## src/csp_pkg.sv

```systemverilog
// constants, state codes and pin bundle of the configuration status and select pin block
package csp_pkg;

    // system clock period and the memory-clear interval after power-up
    localparam int CLK_PERIOD_NS = 40;
    localparam int CLEAR_TIME_NS = 2000;
    localparam int CLEAR_CYCLES = (CLEAR_TIME_NS + CLK_PERIOD_NS - 1) / CLK_PERIOD_NS;
    localparam int CLR_CNT_W = 8;
    localparam logic [CLR_CNT_W-1:0] CLR_LAST = CLR_CNT_W'(CLEAR_CYCLES - 1);
    localparam logic [CLR_CNT_W-1:0] CLR_CNT_RST = 8'h00;

    // configuration mode codes as seen on the mode selection pins
    localparam int MODE_W = 4;
    localparam logic [MODE_W-1:0] MODE_MASTER_PAR = 4'h4;
    localparam logic [MODE_W-1:0] MODE_ASYNC_PERIPH = 4'h5;
    localparam logic [MODE_W-1:0] MODE_SLAVE_PAR = 4'h7;
    localparam logic [MODE_W-1:0] MODE_MICRO = 4'h3;
    localparam logic [MODE_W-1:0] MODE_RST = 4'h0;

    // reset values of the pin-facing flops
    localparam logic HIGH_FLAG_RST = 1'b1;
    localparam logic LOW_FLAG_RST = 1'b0;
    localparam logic OD_LEVEL = 1'b0;

    // configuration phases
    typedef enum logic [3:0] {
        CSP_ST_CLEAR = 4'b0001,
        CSP_ST_WAIT = 4'b0010,
        CSP_ST_CONFIG = 4'b0100,
        CSP_ST_DONE = 4'b1000
    } csp_state_e;

    // pins arriving from outside the clock domain
    typedef struct packed {
        logic init;
        logic select_low_input;
        logic select_high_input;
        logic rd_b;
        logic wr_b;
        logic tck;
        logic tms;
        logic [MODE_W-1:0] mode;
    } csp_pins_s;

    localparam int PIN_W = $bits(csp_pins_s);
    localparam logic [PIN_W-1:0] PIN_RST = 11'h7ff;

endpackage

```

## src/csp_cfg_ctrl.sv

```systemverilog
// configuration-phase control: init wait, progress flags, ready/strobe, select and scan gating
//
// Summary of operation
// (RULE_01) without boundary-scan selected, every boundary-scan function is off once configuration is done.
// (RULE_02) the outside party keeps tck or tms at one during configuration.
// (RULE_03) in asynchronous peripheral mode the ready output shows whether another byte may be written.
// (RULE_04) a read while selected in asynchronous peripheral mode shows the same ready status on the status data line.
// (RULE_05) in master parallel mode the ready pin is the read strobe toward the external memory.
// (RULE_06) the active-high progress flag stays high until configuration completes.
// (RULE_07) the active-low progress flag stays low until configuration completes.
// (RULE_08) the open-drain init line is pulled low while power settles and memory is cleared.
// (RULE_09) while init is held low from outside the block waits and does not begin configuration.
// (RULE_10) in peripheral, slave parallel and micro modes the device is selected only with low select low and high select high.
// (RULE_11) after configuration the scan pins become user I/O if boundary-scan is not used.
// (RULE_12) the mode pins are captured on the rising edge of init during power-up.
// (RULE_13) the open-drain done output is released high once configuration has completed.
module csp_cfg_ctrl (
    input wire logic clk_sys_i,
    input wire logic rst_b_i,
    input wire csp_pkg::csp_pins_s pins_i,
    input wire logic load_done_i,
    input wire logic byte_busy_i,
    input wire logic fetch_req_i,
    input wire logic bscan_sel_i,
    output logic init_o,
    output logic init_oe_o,
    output logic done_o,
    output logic done_oe_o,
    output logic cfg_active_high_flag_o,
    output logic cfg_active_low_flag_o,
    output logic rdy_o,
    output logic status_data_line_o,
    output logic status_data_line_oe_o,
    output logic selected_o,
    output logic [csp_pkg::MODE_W-1:0] mode_o,
    output logic bscan_en_o,
    output logic jtag_user_io_o,
    output logic scan_hold_err_o
);
    import csp_pkg::*;

    logic [PIN_W-1:0] sync1_r;
    logic [PIN_W-1:0] sync2_r;
    logic [PIN_W-1:0] sync3_r;
    logic [PIN_W-1:0] flt_r;
    csp_pins_s pins_f;
    csp_state_e state_r;
    csp_state_e state_nxt;
    logic [CLR_CNT_W-1:0] clr_cnt_r;
    logic init_prev_r;
    logic init_rise;
    logic [MODE_W-1:0] mode_r;
    logic sel_mode;
    logic sel_now;
    logic in_cfg_nxt;
    logic od_r;

    ////////////////////////////////////////////////////////////////////////////////
    // pin synchronisers

    // three stages per pin; a change is accepted only when stages two and three agree
    genvar gi;
    generate
        for (gi = 0; gi < PIN_W; gi++) begin : g_sync
            always_ff @(posedge clk_sys_i or negedge rst_b_i) begin
                if (!rst_b_i) begin
                    sync1_r[gi] <= PIN_RST[gi];
                    sync2_r[gi] <= PIN_RST[gi];
                    sync3_r[gi] <= PIN_RST[gi];
                    flt_r[gi] <= PIN_RST[gi];
                end else begin
                    sync1_r[gi] <= pins_i[gi];
                    sync2_r[gi] <= sync1_r[gi];
                    sync3_r[gi] <= sync2_r[gi];
                    if (sync2_r[gi] == sync3_r[gi]) begin
                        flt_r[gi] <= sync3_r[gi];
                    end
                end
            end
        end
    endgenerate

    assign pins_f = csp_pins_s'(flt_r);

    ////////////////////////////////////////////////////////////////////////////////
    // phase sequencing

    // edge detector on the filtered init level; it resets to the idle-high pin level
    // so that leaving reset never reads as a false rise
    always_ff @(posedge clk_sys_i or negedge rst_b_i) begin
        if (!rst_b_i) begin
            init_prev_r <= 1'b1;
        end else begin
            init_prev_r <= pins_f.init;
        end
    end

    assign init_rise = pins_f.init && !init_prev_r;

    // clear interval: init is held low by us for a fixed count after reset
    always_ff @(posedge clk_sys_i or negedge rst_b_i) begin
        if (!rst_b_i) begin
            clr_cnt_r <= CLR_CNT_RST;
        end else if (state_r == CSP_ST_CLEAR && clr_cnt_r != CLR_LAST) begin
            clr_cnt_r <= clr_cnt_r + 1'b1;
        end
    end

    // next phase; a low init from outside keeps us waiting since only its rise moves on
    always_comb begin
        state_nxt = state_r;
        case (state_r)
            CSP_ST_CLEAR: begin
                if (clr_cnt_r == CLR_LAST) begin
                    state_nxt = CSP_ST_WAIT;
                end
            end
            CSP_ST_WAIT: begin
                if (init_rise) begin // RULE_09
                    state_nxt = CSP_ST_CONFIG;
                end
            end
            CSP_ST_CONFIG: begin
                if (load_done_i) begin
                    state_nxt = CSP_ST_DONE;
                end
            end
            CSP_ST_DONE: begin
                state_nxt = CSP_ST_DONE;
            end
            default: begin
                state_nxt = CSP_ST_CLEAR;
            end
        endcase
    end

    always_ff @(posedge clk_sys_i or negedge rst_b_i) begin
        if (!rst_b_i) begin
            state_r <= CSP_ST_CLEAR;
        end else begin
            state_r <= state_nxt;
        end
    end

    // mode pins latched once, on the init rise that starts configuration
    always_ff @(posedge clk_sys_i or negedge rst_b_i) begin
        if (!rst_b_i) begin
            mode_r <= MODE_RST;
        end else if (state_r == CSP_ST_WAIT && init_rise) begin
            mode_r <= pins_f.mode; // RULE_12
        end
    end

    ////////////////////////////////////////////////////////////////////////////////
    // select decode and status outputs

    // select pins only mean something in the modes that use them
    assign sel_mode = (mode_r == MODE_ASYNC_PERIPH) || (mode_r == MODE_SLAVE_PAR)
                      || (mode_r == MODE_MICRO);
    assign sel_now = sel_mode && !pins_f.select_low_input && pins_f.select_high_input; // RULE_10
    assign in_cfg_nxt = (state_r == CSP_ST_CONFIG) && (state_nxt == CSP_ST_CONFIG);

    // open-drain enables and progress flags registered from the next phase; the pin level od_r is a fixed OD_LEVEL
    always_ff @(posedge clk_sys_i or negedge rst_b_i) begin
        if (!rst_b_i) begin
            od_r <= OD_LEVEL;
            init_oe_o <= 1'b1;
            done_oe_o <= 1'b1;
            cfg_active_high_flag_o <= HIGH_FLAG_RST;
            cfg_active_low_flag_o <= LOW_FLAG_RST;
        end else begin
            od_r <= OD_LEVEL;
            init_oe_o <= (state_nxt == CSP_ST_CLEAR); // RULE_08
            done_oe_o <= (state_nxt != CSP_ST_DONE); // RULE_13
            cfg_active_high_flag_o <= (state_nxt != CSP_ST_DONE); // RULE_06
            cfg_active_low_flag_o <= (state_nxt == CSP_ST_DONE); // RULE_07
        end
    end

    assign init_o = od_r;
    assign done_o = od_r;

    // ready pin: byte-ready level in async peripheral mode, read strobe in master parallel
    always_ff @(posedge clk_sys_i or negedge rst_b_i) begin
        if (!rst_b_i) begin
            rdy_o <= 1'b0;
        end else if (in_cfg_nxt && mode_r == MODE_ASYNC_PERIPH) begin
            rdy_o <= !byte_busy_i; // RULE_03
        end else if (in_cfg_nxt && mode_r == MODE_MASTER_PAR) begin
            rdy_o <= fetch_req_i; // RULE_05
        end else begin
            rdy_o <= 1'b0;
        end
    end

    // status mirror on the data line; a write strobe overrides a read
    always_ff @(posedge clk_sys_i or negedge rst_b_i) begin
        if (!rst_b_i) begin
            status_data_line_o <= 1'b0;
            status_data_line_oe_o <= 1'b0;
            selected_o <= 1'b0;
        end else begin
            selected_o <= in_cfg_nxt && sel_now;
            status_data_line_o <= !byte_busy_i; // RULE_04
            status_data_line_oe_o <= in_cfg_nxt && sel_now && (mode_r == MODE_ASYNC_PERIPH)
                                     && !pins_f.rd_b && pins_f.wr_b; // RULE_04
        end
    end

    // scan gating: scan stays live during configuration so tck/tms hold its state machine
    always_ff @(posedge clk_sys_i or negedge rst_b_i) begin
        if (!rst_b_i) begin
            bscan_en_o <= 1'b1;
            jtag_user_io_o <= 1'b0;
            scan_hold_err_o <= 1'b0;
            mode_o <= MODE_RST;
        end else begin
            bscan_en_o <= (state_nxt != CSP_ST_DONE) || bscan_sel_i; // RULE_01
            jtag_user_io_o <= (state_nxt == CSP_ST_DONE) && !bscan_sel_i; // RULE_11
            // sticky flag: both scan lines low during configuration may upset the tap
            scan_hold_err_o <= scan_hold_err_o
                               || (state_r == CSP_ST_CONFIG && !pins_f.tck && !pins_f.tms); // RULE_02
            mode_o <= (state_r == CSP_ST_WAIT && init_rise) ? pins_f.mode : mode_r;
        end
    end
endmodule

```

## config.mk

```make
export PLATFORM = sky130hd
export DESIGN_NAME = csp_cfg_ctrl
export DESIGN_NICKNAME = d
export VERILOG_FILES = /design/src/csp_pkg.sv /design/src/csp_cfg_ctrl.sv
export SDC_FILE = /design/constraint.sdc
export NUM_CORES = 1
export LEC_CHECK = 0
export BUFFER_PORTS_ARGS = -buffer_cell sky130_fd_sc_hd__buf_2
export CORE_MARGIN = 5
export CORE_UTILIZATION = 40
export CTS_CLUSTER_SIZE = 10
export DETAILED_ROUTE_END_ITERATION = 7
export PLACE_DENSITY = 0.71
export SETUP_SLACK_MARGIN = 0.05
export SKIP_LAST_GASP = 1
export SLEW_MARGIN = 20
export SYNTH_ARGS = -nofsm -noshare
export SYNTH_HDL_FRONTEND = slang
export SYNTH_SLANG_ARGS = --single-unit
```

## constraint.sdc

```tcl
create_clock -name clk_sys_i -period 2.5 [get_ports clk_sys_i]
set_clock_uncertainty 0.2 [all_clocks]
set_input_delay 0.25 -clock clk_sys_i [delete_from_list [all_inputs] [get_ports clk_sys_i]]
set_output_delay 0.25 -clock clk_sys_i [all_outputs]
set_load 0.005 [all_outputs]
```

# Yosys cells after proc, flatten, opt, wreduce, memory -nomap -nowiden

Cells that the tools add are included.

Output and inout port bits: 17
Bits of input ports: 17
Register bits: 71

Eq/ne operators: 25
Reductions and logical operators: 26
Mux-type cells: 7
$add $sub $neg: 1

Operator list:

| operator                                                         | count |
|---|---|
| 4-bit by 3-bit == test with 1-bit output (second input constant) | 5 |
| 4-bit 2-to-1 mux                                                 | 4 |
| 4-bit case mux with 4 select lines                               | 1 |
| 1-bit logical AND                                                | 15 |
| 1-bit == test                                                    | 11 |
| 8-bit by 1-bit adder with 8-bit output (second input constant)   | 1 |
| 4-bit by 1-bit == test with 1-bit output (second input constant) | 2 |
| 4-bit by 2-bit == test with 1-bit output (second input constant) | 2 |
| 4-bit == test (second input constant)                            | 2 |
| 8-bit by 6-bit == test with 1-bit output (second input constant) | 1 |
| 8-bit by 6-bit != test with 1-bit output (second input constant) | 1 |
| 1-bit logical NOT                                                | 7 |
| 1-bit logical OR                                                 | 4 |
| 4-bit != test (second input constant)                            | 1 |
| 1-bit 2-to-1 mux                                                 | 2 |

# Depth between registers and ports, before layout

Word-level depth: 10
Gate-level depth with buffers: 5

# Least setup slack after synthesis

Ideal clock, no wire load.

Path kind: register to register
Start: reg state_r[2]
End: reg mode_r[0]
Cell stages (with the launch flop): 5
Slack: 0.463 ns
Setup time: 0.125 ns
Data arrival time: 1.712 ns
Period minus slack after synthesis: 2.037 ns
Required time: 2.175 ns
Buffers on the path: 1
Cell sequence: dfrtp_1 > or4b_4 > or3b_1 > buf_6 > mux2_4

Word-level cells in the longest chain between the ends: 2

Ends and longest elaborated chain:

| what                                     | RTL line            | text |
|---|---|---|
| start: declaration                       | csp_cfg_ctrl.sv:47  | `csp_state_e state_r;` |
| start signal: assignment                 | csp_cfg_ctrl.sv:141 | `state_r <= state_nxt;` |
| 4-bit by 2-bit == test with 1-bit output | csp_cfg_ctrl.sv:149 | `end else if (state_r == CSP_ST_WAIT && init_rise) begin` |
| 1-bit logical AND                        | csp_cfg_ctrl.sv:149 |  |
| end signal: assignment                   | csp_cfg_ctrl.sv:150 | `mode_r <= pins_f.mode;` |
| end: declaration                         | csp_cfg_ctrl.sv:52  | `logic [MODE_W-1:0] mode_r;` |

No other way between the ends.
A chain may end at the register's enable or synchronous reset.

# Final worst setup path

Ends and elaborated chain as after synthesis.

==> impl_metrics.yaml <==
floorplan:
  coreArea_mm2: 0.00592
  fp.dieArea_mm2: 0.00779
  rows: 28
  start_util: 0.414
  fp.dieH_um: 88.2
  io-pin-count: 34
  die_x_um: 88.2
yosys:
  ys_seq_area_frac: 0.751
  ys_seq_elements: 71
  synth_edf_count: 0
  synth_fa_ha_area_frac: 0.0552
  async_flop_share: 1.00
  synthXorXnorAreaFrac: 0.0215
  synth_top_family_by_area: "simple AND/OR/NAND/NOR gates"
  synth_common_cells: "49 x dfstp_2, 22 x dfrtp_1, 11 x maj3_1, 6 x inv_1, 5 x xnor2_1"
  ys_top_cells_by_area: "dfstp_2 53%, dfrtp_1 22%, maj3_1 4.5%, mux2_4 2.5%, xnor2_1 1.8%"
  synthCells: 146
  synthesis.area_mm2: 0.00245
  synthFlopType: "dfstp_2"
  synth.most_common_cell: "dfstp_2"
  synth_top_area_frac: 0.526
  yosys.area.top_type: "dfstp_2"
  avgSynthCellArea_um2: 16.8
  yosys_warnings: 0
  synth-compound-area-share: 0.0240
  synth_cell_type_count: 35
  synthMuxAreaShare: 0.0327
  synth-simple-area-share: 0.0915
final_layout:
  num_antenna_cells: 0
  num-nets-final: 221
  multi_input_comb_area_um2: 558
  fillers: 485
  synthToLayoutAreaGrowth_pct: 23.9
  final_core_util: 0.512
  seqCellArea_mm2: 0.00184
  drive_gt1_frac: 0.502
worst_setup_path:
  critPathKind: "reg2reg"
  critPathBufInv: 0
  worstPathArrival_ns: 2.16
  ff2ff_path_depth: 3
  end_kind: "flip-flop"
  worstPathRequired_ns: 2.52
  crit_chain: "or4b_4, or3b_1, mux2_4"
  crit_fanout: 6
  cpPeakStageDelay_ns: 0.57
  cp-start-kind: "flip-flop"
  crit_family: "simple AND/OR/NAND/NOR gates"
  crit_cells: 3
  crit_slowest_cell: "or4b_4"
clock_tree:
  hold_buffers: 15
  cts.sinks: 71
  cts_max_path_buffers: 2
  clock_latency_ns: 0.34
  clk_pin_slew_ns: 0.07
  postCtsResizedCells: 0
  cts_tree: "yes"
  cts_setup_buffers: 0
  cts-root-buf: "clkbuf_8"
  h-tree-depth: 3
  cts_buffers: 9
pwr:
  p_clk_frac: 0.393
  pwr-share-seq: 0.571
  p_int_uw: 1740
  power_density_mw_per_mm2: 725
  switching_power_uw: 462
  p_leak_uw: 0.00133
  swShare: 0.210
  peakVddDrop_mv: 0.537
  combinationalPowerShare: 0.035
sta:
  period_minus_slack_ns: 2.14
  rsz0062_at_grt: "false"
  maxSlewViolCount: 0
  finalCritPeriodShare: 0.855
  max_freq_mhz: 468
  tightest_slew_ns: 0.544
  hold_violations: 0
  slew_headroom: 0.633
  setup_viol: 0
  fin_hold_ws_ns: 0.0438
  fin_setup_tns_ns: 0
flow_run:
  maxCapViolations: 0
drt:
  wl_per_cell_um: 13.9
  drt_iter0_drc: 29
  detail_route.wirelength_um: 3920
  viasPerCell: 4.67
  drtAntennaViolNets: 0
  dr.pass1.iters: 4
  drcViolationCount: 0
  vias: 1316
global_route:
  grt_max_degree: 70
  grt_pass1_vias: 1391
  grt_pass1_wl_um: 6560
  grt_use_total: 0.116
  grt_antenna_before_repair: 0
  grt_overflow: 0
place:
  gp_congestion: 0.741
  io_buffers: 31
  dpl.hpwl_um: 2550
outcome:
  status: "finished clean"
hold_path:
  hold_path.class: "in2async"
-- flip-flops by register name, summed over array words and instances (netlist names) --
register	flops
jtag_user_io_o	1
clr_cnt_r	8
scan_hold_err_o	1
sync1_r	11
cfg_active_high_flag_o	1
selected_o	1
sync3_r	11
cfg_active_low_flag_o	1
status_data_line_o	1
rdy_o	1
status_data_line_oe_o	1
flt_r	11
state_r	4
init_oe_o	1
init_prev_r	1
mode_r	4
sync2_r	11
bscan_en_o	1
-- area by class of cell --
cell class | count | share of cell area
Sequential cell | 71 | 0.606
Multi-Input combinational cell | 66 | 0.184
Timing Repair Buffer | 48 | 0.110
Clock buffer | 11 | 0.0433
Tap cell | 75 | 0.0309
Clock inverter | 5 | 0.0190
Inverter | 6 | 0.00742
-- worst reg2reg max path, delay by kind of cell (launching register included) --
kind | cells | cell delay (ns)
AND/OR/NAND/NOR | 2 | 1.07
flip-flops | 1 | 0.43
multiplexers | 1 | 0.34
-- layout by cell type (no fill, tap or decap), drive strengths merged, types with 2 or more instances in the layout --
cell type	n
xnor2	5
clkbuf	11
mux2	4
nand2b	2
maj3	11
or4b	3
nand4	2
nor2b	3
nor4b	2
a211o	2
inv	7
nand3	4
nor3b	2
clkinv	2
buf	33
dfstp	49
mux2i	2
dfrtp	22
and3	2
conb	2
ha	2
nor2	2
dlygate4sd3	15
o21ai	4
-- metrics by stage --
stage	area (um2)	worst slack (ns)	instances	power [uW]
2_1_floorplan	2450	0.463	147	1290
3_3_place_gp	2700	0.408	251	1330
3_5_place_dp	2700	0.374	251	1340
4_1_cts	3030	0.360	282	2230
5_1_grt	3030	0.296	282	2300
6_report	3030	0.362	282	2200
-- routing by layer --
layer	wire [um]	share of wire	vias to the layer above	GRT usage
li1	-	-	612	-
met1	1700	0.43	657	0.137
met2	1820	0.47	39	0.175
met3	325	0.083	8	0.0661
met4	70	0.018	0	0.0453
met5	0	0	-	0
-- cells by family (layout without fill, tap and decap cells) --
group	after synthesis	count (layout)
flops	71	71
xor+xnor	6	6
compound gates	9	9
other cells	1	2
mux	6	6
buf+inv	10	70
fa+ha+maj	13	13
simple gates	30	30
-- power groups by stage --
stage	Sequential (uW)	Combinational, uW	Clock [uW]
5_1_grt	1260	88.3	947
3_5_place_dp	1280	62.2	0
6_report	1260	78.0	865
4_1_cts	1260	80.1	895
2_1_floorplan	1270	21.6	0
3_3_place_gp	1270	59.6	0
-- final timing paths --
kind | from | to | slack [ns]
max | state_r[2] | mode_r[0] | 0.36
min | rst_b_i | jtag_user_io_o | 0.04
max reg2reg | state_r[2] | mode_r[0] | 0.36
min reg2reg | sync1_r[7] | sync2_r[7] | 0.16
max in group asynchronous | rst_b_i | sync3_r[6] | 1.49
min in group clk_sys_i | fetch_req_i | rdy_o | 0.07
No activity file was read; power rests on OpenSTA's default activity.
